### src/video_dac_defs.svh
// Constants for the video DAC input register and control block
`ifndef VIDEO_DAC_DEFS_SVH
`define VIDEO_DAC_DEFS_SVH

`define DATA_W 8
`define NIB_W 4
`define THERM_W 15
`define FIFO_DEPTH 8
`define LEVEL_W 4
`define ADDR_W 12
`define ADDR_CTRL 12'h000
`define ADDR_STATUS 12'h004
`define ADDR_CODE 12'h008
`define CTRL_BYPASS_BIT 0
`define STAT_LEVEL_LSB 0
`define STAT_UNDERRUN_BIT 8
`define STAT_BYPASS_BIT 9
`define CTRL_LANE 0
`define STAT_LANE 1
`define FULL_SCALE 8'hFF
`define ZERO_DATA 8'h00
`define ZERO_WORD 32'h0000_0000

`endif

### src/video_dac_pkg.sv
// Types shared by the video DAC control block
`include "video_dac_defs.svh"
package video_dac_pkg;

  // One pixel with its video controls, as queued and captured together
  typedef struct packed {
    logic sync;
    logic blank;
    logic force_to_white;
    logic brighten;
    logic [`DATA_W-1:0] data;
  } pix_s;

  // Switch enables for the weighted current sinks
  typedef struct packed {
    logic sync_en;
    logic blank_en;
    logic bright_en;
    logic [`THERM_W-1:0] msb;
    logic [`NIB_W-1:0] lsb;
  } sink_s;

  // Control state of the top module
  typedef struct packed {
    logic convert_clock_prev;
    logic bypass_sw;
    logic underrun;
    logic [31:0] rdata;
    logic slverr;
  } ctrl_s;

endpackage

### src/video_dac_ctrl.sv
// Pixel FIFO and video DAC input register with control priority logic
//
// Added by the designer: the APB register port and the placing of the registers.
`timescale 1ns/1ps
`include "video_dac_defs.svh"

module pixel_fifo #(
  parameter int WIDTH = 12,
  parameter int DEPTH = 8
) (
  input wire logic clk,
  input wire logic rst_n,
  // Write side, from the pixel source
  input wire logic in_valid,
  output logic in_ready,
  input wire logic [WIDTH-1:0] in_data,
  // Read side, towards the input register
  output logic out_valid,
  input wire logic out_ready,
  output logic [WIDTH-1:0] out_data,
  output logic [$clog2(DEPTH+1)-1:0] level
);
  localparam int AW = $clog2(DEPTH);
  localparam int CW = $clog2(DEPTH+1);

  typedef struct packed {
    logic [AW-1:0] wr_ptr;
    logic [AW-1:0] rd_ptr;
    logic [CW-1:0] count;
  } fifo_state_s;

  fifo_state_s state_reg;
  fifo_state_s state_next;
  logic [WIDTH-1:0] mem [DEPTH];
  logic push;
  logic pop;
  logic full;
  logic empty;

  // Pointer step with wrap, used by both ends
  function automatic logic [AW-1:0] step(input logic [AW-1:0] p);
    step = (p == AW'(DEPTH-1)) ? '0 : p + AW'(1);
  endfunction

  // Full and empty come from the count, since equal pointers could mean either
  assign full = (state_reg.count == CW'(DEPTH));
  assign empty = (state_reg.count == '0);
  // Honest flags: ready drops when full, valid only when something stored
  assign in_ready = ~full;
  assign out_valid = ~empty;
  assign out_data = mem[state_reg.rd_ptr];
  assign level = state_reg.count;
  assign push = in_valid & in_ready;
  assign pop = out_valid & out_ready;

  // Pointer and count update
  always_comb begin
    state_next = state_reg;
    if (push) begin
      state_next.wr_ptr = step(state_reg.wr_ptr);
    end
    if (pop) begin
      state_next.rd_ptr = step(state_reg.rd_ptr);
    end
    // Count moves only when one end is active; both at once leave it as is
    case ({push, pop})
      2'b10: begin
        state_next.count = state_reg.count + CW'(1);
      end
      2'b01: begin
        state_next.count = state_reg.count - CW'(1);
      end
      default: begin
        state_next.count = state_reg.count;
      end
    endcase
  end

  // Pointers and count clear on reset; the stored words do not
  always_ff @(posedge clk or negedge rst_n) begin
    if (!rst_n) begin
      state_reg <= '0;
    end else begin
      state_reg <= state_next;
    end
  end

  // Storage carries no reset; contents matter only while counted
  // Keeping the array out of the reset tree lets it map onto plain memory
  always_ff @(posedge clk) begin
    if (push) begin
      mem[state_reg.wr_ptr] <= in_data;
    end
  end
endmodule

module video_dac_ctrl (
  input wire logic pclk,
  input wire logic presetn,
  // APB slave
  input wire logic [`ADDR_W-1:0] paddr,
  input wire logic psel,
  input wire logic penable,
  input wire logic pwrite,
  input wire logic [31:0] pwdata,
  input wire logic [3:0] pstrb,
  output logic [31:0] prdata,
  output logic pready,
  output logic pslverr,
  // Pixel source and convert clock
  input wire logic convert_clock,
  input wire logic register_bypass,
  input wire logic [`DATA_W-1:0] pix_data,
  input wire logic pix_sync,
  input wire logic pix_blank,
  input wire logic pix_force_to_white,
  input wire logic pix_brighten,
  input wire logic pix_valid,
  output logic pix_ready,
  // Current sink switches
  output logic [`THERM_W-1:0] sink_msb,
  output logic [`NIB_W-1:0] sink_lsb,
  output logic sink_sync,
  output logic sink_blank,
  output logic sink_bright
);
  // Control state, capture register and decoded words
  video_dac_pkg::ctrl_s state_reg;
  video_dac_pkg::ctrl_s state_next;
  video_dac_pkg::sink_s cap_reg;
  video_dac_pkg::sink_s cap_next;
  video_dac_pkg::sink_s head_dec;
  video_dac_pkg::sink_s out_sel;
  video_dac_pkg::pix_s in_word;
  video_dac_pkg::pix_s head_word;
  // Queue head handshake
  logic head_valid;
  logic head_pop;
  logic [`LEVEL_W-1:0] fifo_level;
  // Mode and convert clock detection
  logic bypass;
  logic convert_clock_edge;
  logic capture;
  logic starve;
  // Register bus phases and write strobes
  logic setup_phase;
  logic wr_access;
  logic wr_ctrl;
  logic clr_underrun;

  // Upper nibble drives fifteen equal segment sinks
  function automatic logic [`THERM_W-1:0] therm(input logic [`NIB_W-1:0] upper);
    therm = '0;
    for (int i = 0; i < `THERM_W; i++) begin
      therm[i] = (upper > `NIB_W'(i));
    end
  endfunction

  // Reference white replaces the data word with full scale
  function automatic logic [`DATA_W-1:0] white_data(input video_dac_pkg::pix_s w);
    white_data = w.force_to_white ? `FULL_SCALE : w.data;
  endfunction

  // Control priority: sync over blank over white and brighten
  function automatic video_dac_pkg::sink_s decode(input video_dac_pkg::pix_s w);
    logic [`DATA_W-1:0] d;
    d = white_data(w);
    decode = '0;
    if (w.sync) begin
      decode.sync_en = 1'b1;
    end else if (w.blank) begin
      decode.blank_en = 1'b1;
    end else begin
      decode.bright_en = w.brighten;
      decode.msb = therm(d[`DATA_W-1:`NIB_W]);
      decode.lsb = d[`NIB_W-1:0];
    end
  endfunction

  // Unused pins tied low by the integrator decode as inactive
  assign in_word = '{sync: pix_sync, blank: pix_blank, force_to_white: pix_force_to_white,
                     brighten: pix_brighten, data: pix_data};

  // Pixel queue between the source and the input register
  pixel_fifo #(
    .WIDTH($bits(video_dac_pkg::pix_s)),
    .DEPTH(`FIFO_DEPTH)
  ) u_fifo (
    .clk(pclk),
    .rst_n(presetn),
    .in_valid(pix_valid),
    .in_ready(pix_ready),
    .in_data(in_word),
    .out_valid(head_valid),
    .out_ready(head_pop),
    .out_data(head_word),
    .level(fifo_level)
  );

  // Mode select is a plain level, no clock edge involved
  // The pin reaches the sinks through gates only, so a change shows in the same cycle
  assign bypass = register_bypass | state_reg.bypass_sw;
  // Rising convert clock: high now, low at the previous pclk edge
  assign convert_clock_edge = convert_clock & ~state_reg.convert_clock_prev;
  // An empty queue decodes as an all-zero word, the level of unconnected pins
  assign head_dec = decode(head_valid ? head_word : '0);

  // Pop, capture and starvation decisions for this cycle
  // In bypass the queue drains freely so it never blocks the source
  always_comb begin
    capture = 1'b0;
    starve = 1'b0;
    head_pop = 1'b0;
    if (bypass) begin
      head_pop = head_valid;
    end else if (convert_clock_edge) begin
      capture = head_valid;
      starve = ~head_valid;
      head_pop = head_valid;
    end
  end

  // Output follows the queue head directly in bypass, else the register
  assign out_sel = bypass ? head_dec : cap_reg;
  assign sink_msb = out_sel.msb;
  assign sink_lsb = out_sel.lsb;
  assign sink_sync = out_sel.sync_en;
  assign sink_blank = out_sel.blank_en;
  assign sink_bright = out_sel.bright_en;

  // Data and controls land in one register on the same edge
  assign cap_next = capture ? head_dec : cap_reg;

  // Register has no reset: undefined until the first capture
  // A missing first pixel then shows as unknown sinks instead of a false black level
  always_ff @(posedge pclk) begin
    cap_reg <= cap_next;
  end

  // Address match for one register word
  function automatic logic reg_hit(input logic [`ADDR_W-1:0] addr, input logic [`ADDR_W-1:0] offset);
    reg_hit = (addr == offset);
  endfunction

  // True for the three mapped words; every other word answers with an error
  function automatic logic reg_mapped(input logic [`ADDR_W-1:0] addr);
    reg_mapped = reg_hit(addr, `ADDR_CTRL) | reg_hit(addr, `ADDR_STATUS) | reg_hit(addr, `ADDR_CODE);
  endfunction

  // Read value of one word; unused bits and unmapped words read as zero
  function automatic logic [31:0] read_word(
    input logic [`ADDR_W-1:0] addr,
    input logic bypass_sw,
    input logic underrun,
    input logic bypass_now,
    input logic [`LEVEL_W-1:0] level,
    input video_dac_pkg::sink_s code
  );
    read_word = `ZERO_WORD;
    if (reg_hit(addr, `ADDR_CTRL)) begin
      read_word[`CTRL_BYPASS_BIT] = bypass_sw;
    end
    if (reg_hit(addr, `ADDR_STATUS)) begin
      read_word[`STAT_LEVEL_LSB +: `LEVEL_W] = level;
      read_word[`STAT_UNDERRUN_BIT] = underrun;
      read_word[`STAT_BYPASS_BIT] = bypass_now;
    end
    if (reg_hit(addr, `ADDR_CODE)) begin
      read_word[$bits(video_dac_pkg::sink_s)-1:0] = code;
    end
  endfunction

  // APB: read data is prepared in setup so the access needs no wait state
  assign setup_phase = psel & ~penable;
  assign wr_access = psel & penable & pwrite;
  assign pready = penable;
  assign prdata = state_reg.rdata;
  assign pslverr = state_reg.slverr;

  // Write strobes; a byte lane that is off leaves its field untouched
  assign wr_ctrl = wr_access & reg_hit(paddr, `ADDR_CTRL) & pstrb[`CTRL_LANE];
  assign clr_underrun = wr_access & reg_hit(paddr, `ADDR_STATUS) & pstrb[`STAT_LANE] & pwdata[`STAT_UNDERRUN_BIT];

  // Software bypass, underrun flag and the read holding word
  always_comb begin
    state_next = state_reg;
    state_next.convert_clock_prev = convert_clock;
    if (wr_ctrl) begin
      state_next.bypass_sw = pwdata[`CTRL_BYPASS_BIT];
    end
    // Starvation flag: a new event wins over a clear in the same cycle
    if (clr_underrun) begin
      state_next.underrun = 1'b0;
    end
    if (starve) begin
      state_next.underrun = 1'b1;
    end
    // Response is latched at setup and stands until the next setup cycle
    if (setup_phase) begin
      state_next.rdata = read_word(paddr, state_reg.bypass_sw, state_reg.underrun, bypass, fifo_level, out_sel);
      state_next.slverr = ~reg_mapped(paddr);
    end
  end

  // Control state clears on reset; the capture register above does not
  always_ff @(posedge pclk or negedge presetn) begin
    if (!presetn) begin
      state_reg <= '0;
    end else begin
      state_reg <= state_next;
    end
  end
endmodule

### config.mk
export PLATFORM = sky130hd
export DESIGN_NAME = video_dac_ctrl
export DESIGN_NICKNAME = d
export VERILOG_FILES = /design/src/video_dac_pkg.sv /design/src/video_dac_ctrl.sv
export VERILOG_INCLUDE_DIRS = /design/src
export SDC_FILE = /design/constraint.sdc
export NUM_CORES = 1
export LEC_CHECK = 0
export BUFFER_PORTS_ARGS = -buffer_cell sky130_fd_sc_hd__buf_2
export CAP_MARGIN = 25
export CORE_MARGIN = 1.5
export CORE_UTILIZATION = 45
export CTS_CLUSTER_SIZE = 16
export DETAILED_ROUTE_END_ITERATION = 10
export PLACE_DENSITY = 0.67
export SYNTH_ARGS = -nofsm -noshare
export SYNTH_HDL_FRONTEND = slang
export SYNTH_HIERARCHICAL = 1
export SYNTH_SLANG_ARGS = --single-unit
### constraint.sdc
create_clock -name pclk -period 6.3 [get_ports pclk]
set_input_delay 1.26 -clock pclk [delete_from_list [all_inputs] [get_ports pclk]]
set_output_delay 1.26 -clock pclk [all_outputs]
set_load 0.1 [all_outputs]
==> results.yml, run 1 <==
timing:
  rsz0062_at_grt: "no"
  worst_hold_slack_ps: 481
  max_slew_margin_pct: 36.2
  fmax_mhz: 193
  finClkSkew_ps: 6.14
  tightest_slew_ps: 957
  period_needed_ps: 5190
  drv_slew: 0
  fin_crit_sh_pct: 82.4
  setup_tns_ps: 0
  setup_viol_count_final: 0
  final_hold_viol_count: 0
place:
  place_inst: 685
  dpl.hpwl_um: 8610
  portBuffers: 82
  globalplace.congestion: 0.768
  dpl_cell_area_mm2: 0.00732
route:
  avgViaCountPerCell: 5.39
  drc: 0
  ant_nets: 0
  vias: 3873
  dr.pass1.iters: 4
  drt_iter0_drc: 206
  routedWlPerCell_um: 18.4
  wl_um: 13200
clock_tree:
  clock_path_buffers: 2
  cts_setup_buffers: 0
  cts_sinks: 154
  clkLatencyLatePin_ps: 420
  htree_levels: 4
  cts_resized: 0
  tritoncts: "yes"
  path_clk_slew_ps: 60
  numCtsBuffers: 17
  cts_root_buf: "clkbuf_16"
  hold_buffers: 0
logic_synthesis:
  synth_area_mm2: 0.00694
  synth_area_leaders: "edfxtp_1 51%, dfrtp_1 13%, mux4_1 7.2%, mux2_2 4.4%, buf_4 4.1%"
  yosys-top-cells-count: "118 x edfxtp_1, 38 x buf_4, 36 x dfrtp_1"
  synth_cell_types: 54
  synth_async_sr_flop_share_pct: 23.4
  yosys.area.top_type: "edfxtp_1"
  syn_avg_cell_area_um2: 15.3
  synth_edf_count: 118
  ys_seq_elements: 154
  ys.flop_type: "edfxtp_1"
  ys_warn_count: 6
  synth_most_common_cell: "edfxtp_1"
  synth_cells: 453
  yosysTopAreaCellShare_pct: 51.1
  seq_area_frac_synth_pct: 64.1
global_routing:
  grt-ovfl-total: 0
  grt_use_met2_pct: 27.4
  grt_pass1_vias: 3773
  grt_max_degree: 37
  grt_antenna_before_repair: 1
  gr-usage-all-layers_pct: 17.2
  grt_pass1_wl_um: 20700
  met1_usage_pct: 22.4
  top_usage_layer: "met2"
  use_met3_pct: 4.56
critical_path:
  cpMostUsedCell: "mux2_2"
  path_buf_inv: 1
  reg2regPathDepth: 7
  critPathLaunchType: "flip-flop"
  cp_cell_sequence: "mux4_1, mux2_2, or3b_1, nor3_1, mux2_2, buf_2"
  worstReg2RegStart: "u_fifo/state_reg[4]$_DFFE_PN0P_"
  arrival_ps: 3930
  crit_type: "flip-flop to output pin"
  regToRegEndpoint: "prdata[4]$_DFFE_PN0P_"
  slowest_delay_ps: 820
  worst_setup_path_end_kind: "output pin"
  cp_max_fo: 20
  cp_slowest_cell: "dfrtp_1"
  required_ps: 5040
  worst-r2r-setup-slack_ps: 2970
  cpLargestDelayFamily: "multiplexers"
final_layout:
  drive_gt1_share_pct: 30.9
  fin_area_mm2: 0.00791
  layoutNonFillerInstCount: 719
  final_util_pct: 52.2
  fill_cells: 1231
  multi_input_area_mm2: 0.00211
  nets: 592
  ff_latch_area_mm2: 0.00444
  areaGrowthSynthToFinish_pct: 14.0
  largest_reg_flops: 96
power:
  leakage_nw: 3.15
  ir_worst_vdd_mv: 0.252
  p_per_area_mw_per_mm2: 508
floorplanning:
  die-area_mm2: 0.0162
  dieHeight_um: 127
  num_rows: 45
  io_pins: 125
  coreArea_mm2: 0.0151
  start_util_pct: 45.8
  die_x_um: 127
hold_path:
  holdCritStartpoint: "prdata[6]$_DFFE_PN0P_"
  worstHoldPathType: "flip-flop to flip-flop"
  min_path_cells: 2
  hold_path_end: "prdata[6]$_DFFE_PN0P_"
job:
  cap_violations: 0
status:
  status: "finished, final reports clean"
==> per-layer routing <==
layer	part of all wire [%]	up-vias
met3	5.6	19
met4	1.6	0
li1	-	1835
met2	48	123
met1	45	1896
met5	0	-
==> tightest hold or removal path, stage by stage, from the launching register on <==
cell and delay (ps):
dfrtp_1 340, nand2_1 50, o21ai_1 60
==> power breakdown <==
group / leakage [nW] / switching (W) / internal, W / total (W)
Sequential: 1.55 / 0.000133 / 0.00129 / 0.00142
Combinational: 1.33 / 0.00112 / 0.000490 / 0.00161
Clock: 0.269 / 0.000402 / 0.000581 / 0.000983
Total: 3.15 / 0.00166 / 0.00236 / 0.00402
==> how the worst max path moves through the flow <==
stage	endpoint	cells past startpoint	from
2_1_floorplan	sink_sync	3	register_bypass
3_3_place_gp	sink_msb[4]	6	u_fifo/state_reg[4]$_DFFE_PN0P_
3_5_place_dp	sink_msb[4]	6	u_fifo/state_reg[4]$_DFFE_PN0P_
4_1_cts	sink_msb[14]	6	u_fifo/state_reg[4]$_DFFE_PN0P_
5_1_grt	sink_msb[4]	6	u_fifo/state_reg[4]$_DFFE_PN0P_
6_report	sink_msb[14]	6	u_fifo/state_reg[4]$_DFFE_PN0P_
==> cell type report <==
class	count	share of cell area (%)
flip-flops and latches	154	56.2
multi-input cells	241	26.7
repair buffers	93	6.28
clock buffers	17	5.38
well taps	188	2.97
clock inverters	15	1.91
inverters	10	0.475
diodes	1	0.0316
==> kinds of logic (layout without fill, tap and decap cells) <==
group                      Yosys count  in the layout  synth area share, %
and+or+nand+nor                    108            108                 8.37
adders and majority gates            7              7                 1.26
other                                1             11               0.0541
DFF                                154            154                 64.1
AOI/OAI and AO/OA                   59             59                 6.10
buffers and inverters               67            135                 6.13
xor gates and xnor gates             5              5                0.632
muxes                               52             52                 13.4
==> metrics by stage <==
step	power (W)	setup slack, ps
final	0.00402	1110
after global routing	0.00421	856
after CTS	0.00404	1060
after detailed placement	0.00305	1530
after global placement	0.00301	1570
after floorplan	0.00274	1360
==> cells in the final DEF, fill, tap and decap left out, types with 10 or more instances in the layout <==
| master | n |
|---|---|
| a22o_1 | 15 |
| buf_2 | 82 |
| nand2_1 | 24 |
| conb_1 | 10 |
| buf_4 | 10 |
| dfrtp_1 | 36 |
| mux4_1 | 19 |
| inv_1 | 10 |
| mux2_2 | 27 |
| clkbuf_16 | 17 |
| nor3_1 | 18 |
| nor2_1 | 24 |
| edfxtp_1 | 118 |
Note: power is estimated with default switching activity, not from simulation.
==> inputs of run 2 (changes only) <==
clock period = 5.4 ns   (was 6.3 ns; I/O delays follow)
==> run 2 against run 1 <==
  * Clock power rose by 13%
  * Total power rose by 16%
  * Clock skew rose by 1.0 ps
  * Sequential power rose by 16%
  * Via count rose by 0.77%
  * Critical endpoint is now sink_msb[4]
  * Die area did not move
  * Critical path depth did not move
  * Clock-buffer cell count rose by 1
  * Setup slack got worse by 690 ps
  * Final cell count did not move
==> results.yml, run 2 (synthesis gave the netlist of run 1 again) <==
final_layout:
  areaGrowthSynthToFinish_pct: 13.9
  fill_cells: 1256
  multi_input_area_mm2: 0.00211
  layout_commonest_cell: "edfxtp_1"
  drive_gt1_share_pct: 30.8
  final_util_pct: 52.2
  largest_reg_flops: 96
  nets: 592
  final_cell_mix: "118 x edfxtp_1, 82 x buf_2, 36 x dfrtp_1"
  ff_latch_area_mm2: 0.00444
global_routing:
  grt_pass1_wl_um: 20700
  grt_max_degree: 37
  grt_antenna_before_repair: 1
  gr-usage-all-layers_pct: 17.4
  grt-ovfl-total: 0
  grt_pass1_vias: 3831
power:
  share_comb_of_total_power_pct: 40.5
  p_per_area_mw_per_mm2: 589
  switching_share_pct: 41.8
  leakage_nw: 3.15
  internal_power_w: 0.00271
  p_sw_w: 0.00194
  ir_worst_vdd_mv: 0.251
  total_power_w: 0.00465
  pwr-share-seq_pct: 35.5
  clkPwrFrac_pct: 23.9
job:
  cap_violations: 0
clock_tree:
  numCtsBuffers: 17
  cts_root_buf: "clkbuf_16"
  hold_buffers: 0
  cts_setup_buffers: 0
  clock_path_buffers: 2
  clkLatencyLatePin_ps: 430
  cts_resized: 0
  cts_sinks: 154
  htree_levels: 4
  tritoncts: "yes"
  path_clk_slew_ps: 60
timing:
  tightest_slew_ps: 1040
  fin_crit_sh_pct: 92.3
  finClkSkew_ps: 7.16
  rsz0062_at_grt: "no"
  fmax_mhz: 201
  max_slew_margin_pct: 30.1
  drv_slew: 0
  final_hold_viol_count: 0
  period_needed_ps: 4980
  setup_viol_count_final: 0
  setup_tns_ps: 0
floorplanning:
  num_rows: 45
  coreArea_mm2: 0.0151
  io_pins: 125
  die_x_um: 127
  die-area_mm2: 0.0162
  dieHeight_um: 127
  start_util_pct: 45.8
route:
  drt_iter0_drc: 212
  drc: 0
  vias: 3903
  wl_um: 13200
  routedWlPerCell_um: 18.3
  dr.pass1.iters: 4
  ant_nets: 0
  avgViaCountPerCell: 5.43
place:
  portBuffers: 82
  globalplace.congestion: 0.768
  dpl.hpwl_um: 8530
critical_path:
  worst_setup_path_end_kind: "output pin"
  arrival_ps: 3900
  critPathLaunchType: "flip-flop"
  required_ps: 4320
  cp_max_fo: 20
  reg2regPathDepth: 7
  crit_type: "flip-flop to output pin"
status:
  status: "finished, final reports clean"
hold_path:
  worstHoldPathType: "flip-flop to flip-flop"
  min_path_cells: 2
run 2: cell count changes in the layout (fill, tap and decap cells not counted):
cell        before  now
buf_6            1    0
bufinv_16        2    1
buf_16           0    1
clkbuf_1         0    1
inv_6            1    3
clkinvlp_4       5    3
run 2: area by class of cell:
class | count | area share (%)
multi-input combinational | 241 | 26.8
sequential | 154 | 56.3
antenna | 1 | 0.0317
tap | 188 | 2.98
inverter | 10 | 0.475
clock inverter | 14 | 1.57
timing repair buffer | 93 | 6.49
clock buffer | 18 | 5.43
run 2: worst max-delay path, stage by stage (launching register included):
cell and delay, ps:
dfrtp_1 780, mux4_1 660, mux2_2 320, or3b_1 640
a311oi_1 400, mux2_2 240, buf_2 430
run 2: power groups by stage:
stage	registers [W]	logic, W	clock network, W
3_5_place_dp	0.00168	0.00188	0
4_1_cts	0.00165	0.00189	0.00114
3_3_place_gp	0.00166	0.00185	0
2_1_floorplan	0.00160	0.00160	0
5_1_grt	0.00167	0.00203	0.00119
6_report	0.00165	0.00189	0.00111
run 2: path summary, 6_finish.rpt:
path                       slack [ps]                              end                       startpoint
min reg2reg                       480           prdata[12]$_DFFE_PN0P_           prdata[12]$_DFFE_PN0P_
max in group asynchronous        4120  u_fifo/state_reg[4]$_DFFE_PN0P_                          presetn
max                               420                      sink_msb[4]  u_fifo/state_reg[4]$_DFFE_PN0P_
min in group asynchronous         750            prdata[4]$_DFFE_PN0P_                          presetn
max reg2reg                      2070            prdata[4]$_DFFE_PN0P_  u_fifo/state_reg[4]$_DFFE_PN0P_
min                               480           prdata[12]$_DFFE_PN0P_           prdata[12]$_DFFE_PN0P_
run 2: through the flow:
stage               area, um2  cells  hold slack, ps  worst slack (ps)
floorplan                6970    462             450               716
global placement         7320    685             455               909
detailed placement       7320    685             475               840
CTS                      7870    717             489               367
global route             7900    718             515               183
finish                   7900    719             483               416
run 2: per-layer routing:
metal / part of all wire, % / GRT usage (%) / routed length [um] / vias to the layer above
met4: 1.8 / 7.42 / 235 / 0
li1: - / - / - / 1831
met5: 0 / 0 / 0 / -
met3: 6.1 / 5.28 / 804 / 20
met1: 44 / 21.9 / 5780 / 1928
met2: 48 / 28.1 / 6360 / 124
==> inputs of run 3 (changes only) <==
SYNTH_HIERARCHICAL = default   (was 1)
==> run 3 against run 2 <==
  * Sequential cell count unchanged
  * Via count up 9.2%
  * Largest cell class unchanged
  * Register-to-register slack better by 430 ps
  * Sequential power about the same
  * Non-clock buffer count up 6
  * Utilization up 0.62 points
  * Clock-buffer cell count up 2
  * Synthesized area up 0.18%
==> results.yml, run 3 <==
timing:
  fin_crit_sh_pct: 87.3
  period_needed_ps: 4710
  finClkSkew_ps: 8.52
  worst_hold_slack_ps: 484
  drv_slew: 0
  final_hold_viol_count: 0
  tightest_slew_ps: 1030
  max_slew_margin_pct: 30.3
  setup_viol_count_final: 0
  rsz0062_at_grt: "no"
  setup_tns_ps: 0
  fmax_mhz: 212
clock_tree:
  numCtsBuffers: 17
  clkLatencyLatePin_ps: 420
  tritoncts: "yes"
  cts_setup_buffers: 0
  cts_sinks: 154
  path_clk_slew_ps: 60
  htree_levels: 4
  clock_path_buffers: 2
  cts_resized: 0
  cts_root_buf: "clkbuf_16"
  hold_buffers: 0
logic_synthesis:
  yosys-top-cells-count: "118 x edfxtp_1, 47 x nand2_1, 36 x dfrtp_1"
  seq_area_frac_synth_pct: 64.0
  synth_cell_types: 48
  synth_most_common_cell: "edfxtp_1"
  yosysTopAreaCellShare_pct: 51.0
  synth_area_leaders: "edfxtp_1 51%, dfrtp_1 13%, mux4_2 7.8%, buf_4 3.7%, nand2_1 2.5%"
  syn_avg_cell_area_um2: 14.0
  ys.flop_type: "edfxtp_1"
  ys_warn_count: 0
  ys_seq_elements: 154
  synth_async_sr_flop_share_pct: 23.4
  synth_cells: 495
  synth_edf_count: 118
  synth_area_mm2: 0.00695
  yosys.area.top_type: "edfxtp_1"
global_routing:
  grt-ovfl-total: 0
  grt_pass1_vias: 4233
  grt_pass1_wl_um: 22500
  grt_max_degree: 38
  grt_antenna_before_repair: 1
  gr-usage-all-layers_pct: 18.3
critical_path:
  reg2regPathDepth: 6
  slowest_delay_ps: 660
  cp_cell_sequence: "buf_4, mux4_2, mux2_2, o21ai_4, nand2_1, o21ai_0, buf_2"
  cp_slowest_cell: "dfrtp_1"
  crit_type: "flip-flop to output pin"
  worstReg2RegStart: "u_fifo.state_reg[4]$_DFFE_PN0P_"
  required_ps: 4320
  cp_max_fo: 13
  regToRegEndpoint: "cap_reg[12]$_DFFE_PP_"
  critPathLaunchType: "flip-flop"
  path_buf_inv: 2
  worst_setup_path_end_kind: "output pin"
  worst-r2r-setup-slack_ps: 2500
  arrival_ps: 3630
  cpLargestDelayFamily: "multiplexers"
route:
  drt_iter0_drc: 288
  drc: 0
  wl_um: 14200
  vias: 4262
  routedWlPerCell_um: 18.5
  ant_nets: 0
  avgViaCountPerCell: 5.56
  dr.pass1.iters: 4
floorplanning:
  coreArea_mm2: 0.0151
  die-area_mm2: 0.0162
  dieHeight_um: 127
  start_util_pct: 45.9
  die_x_um: 127
  io_pins: 125
  num_rows: 45
power:
  leakage_nw: 3.13
  total_power_w: 0.00493
  p_per_area_mw_per_mm2: 617
  ir_worst_vdd_mv: 0.281
final_layout:
  fill_cells: 1239
  ff_latch_area_mm2: 0.00444
  fin_area_mm2: 0.00799
  largest_reg_flops: 96
  layout_commonest_cell: "edfxtp_1"
  nets: 641
  areaGrowthSynthToFinish_pct: 15.1
  drive_gt1_share_pct: 29.9
  final_cell_mix: "118 x edfxtp_1, 82 x buf_2, 47 x nand2_1"
  diodes: 0
  layoutNonFillerInstCount: 766
  multi_input_area_mm2: 0.00213
place:
  dpl_cell_area_mm2: 0.00739
  portBuffers: 82
  dpl.hpwl_um: 9520
  place_inst: 732
  globalplace.congestion: 0.783
hold_path:
  holdCritStartpoint: "prdata[4]$_DFFE_PN0P_"
  hold_path_end: "prdata[4]$_DFFE_PN0P_"
  min_path_cells: 2
  worstHoldPathType: "flip-flop to flip-flop"
status:
  status: "finished, final reports clean"
job:
  cap_violations: 0
==> run 3: cell families (layout without fill, tap and decap cells) <==
logic type / Yosys count / count (layout) / share of synthesized area [%]
flip-flops: 154 / 154 / 64.0
other: 1 / 10 / 0.0540
multiplexers: 41 / 41 / 10.4
AND/OR/NAND/NOR: 112 / 112 / 7.55
adder cells (fa/ha/maj): 8 / 8 / 1.55
AO/OA/AOI/OAI: 102 / 102 / 9.63
buffers and inverters: 73 / 147 / 6.37
XOR/XNOR: 4 / 4 / 0.504
==> run 3: tightest hold or removal path: cells and delay by family (launching register included) <==
family / cells / cell delay (ps)
AOI/OAI and AO/OA: 1 / 60
DFF: 1 / 340
and+or+nand+nor: 1 / 50
==> run 3: how the worst max path moves through the flow <==
stage          slack, ps  cells past startpoint                            start          end
2_1_floorplan        440                      7  u_fifo.state_reg[4]$_DFFE_PN0P_  sink_msb[3]
5_1_grt              440                      7  u_fifo.state_reg[4]$_DFFE_PN0P_  sink_msb[5]
3_3_place_gp        1100                      7  u_fifo.state_reg[4]$_DFFE_PN0P_  sink_msb[2]
4_1_cts              610                      7  u_fifo.state_reg[4]$_DFFE_PN0P_  sink_msb[2]
3_5_place_dp        1070                      7  u_fifo.state_reg[4]$_DFFE_PN0P_  sink_msb[2]
6_report             690                      7  u_fifo.state_reg[4]$_DFFE_PN0P_  sink_msb[2]
==> run 3: cell type report <==
cell class                 instances  share of cell area, %
timing repair buffer              99                   7.03
sequential                       154                   55.6
inverter                          16                  0.751
clock inverter                    12                   1.57
tap                              188                   2.94
multi-input combinational        277                   26.7
clock buffer                      20                   5.46
==> run 3: per-layer routing <==
metal  track usage (%)  vias to the layer above  part of all wire [%]
met5                 0                        -                 0.092
met4              6.15                        2                   1.0
met3              4.69                       16                   5.7
met2              30.1                      145                    48
met1              24.0                     2109                    45
li1                  -                     1990                     -
==> run 3: power breakdown <==
group | internal [W] | total (W) | switching [W]
logic | 0.000619 | 0.00212 | 0.00150
registers | 0.00151 | 0.00168 | 0.000162
clock network | 0.000677 | 0.00113 | 0.000455
==> run 3: through the flow <==
stage          utilization, %  worst slack (ps)
2_1_floorplan               -               444
3_3_place_gp             48.8              1100
3_5_place_dp             48.8              1070
4_1_cts                  52.5               609
5_1_grt                  52.8               442
6_report                 52.8               685
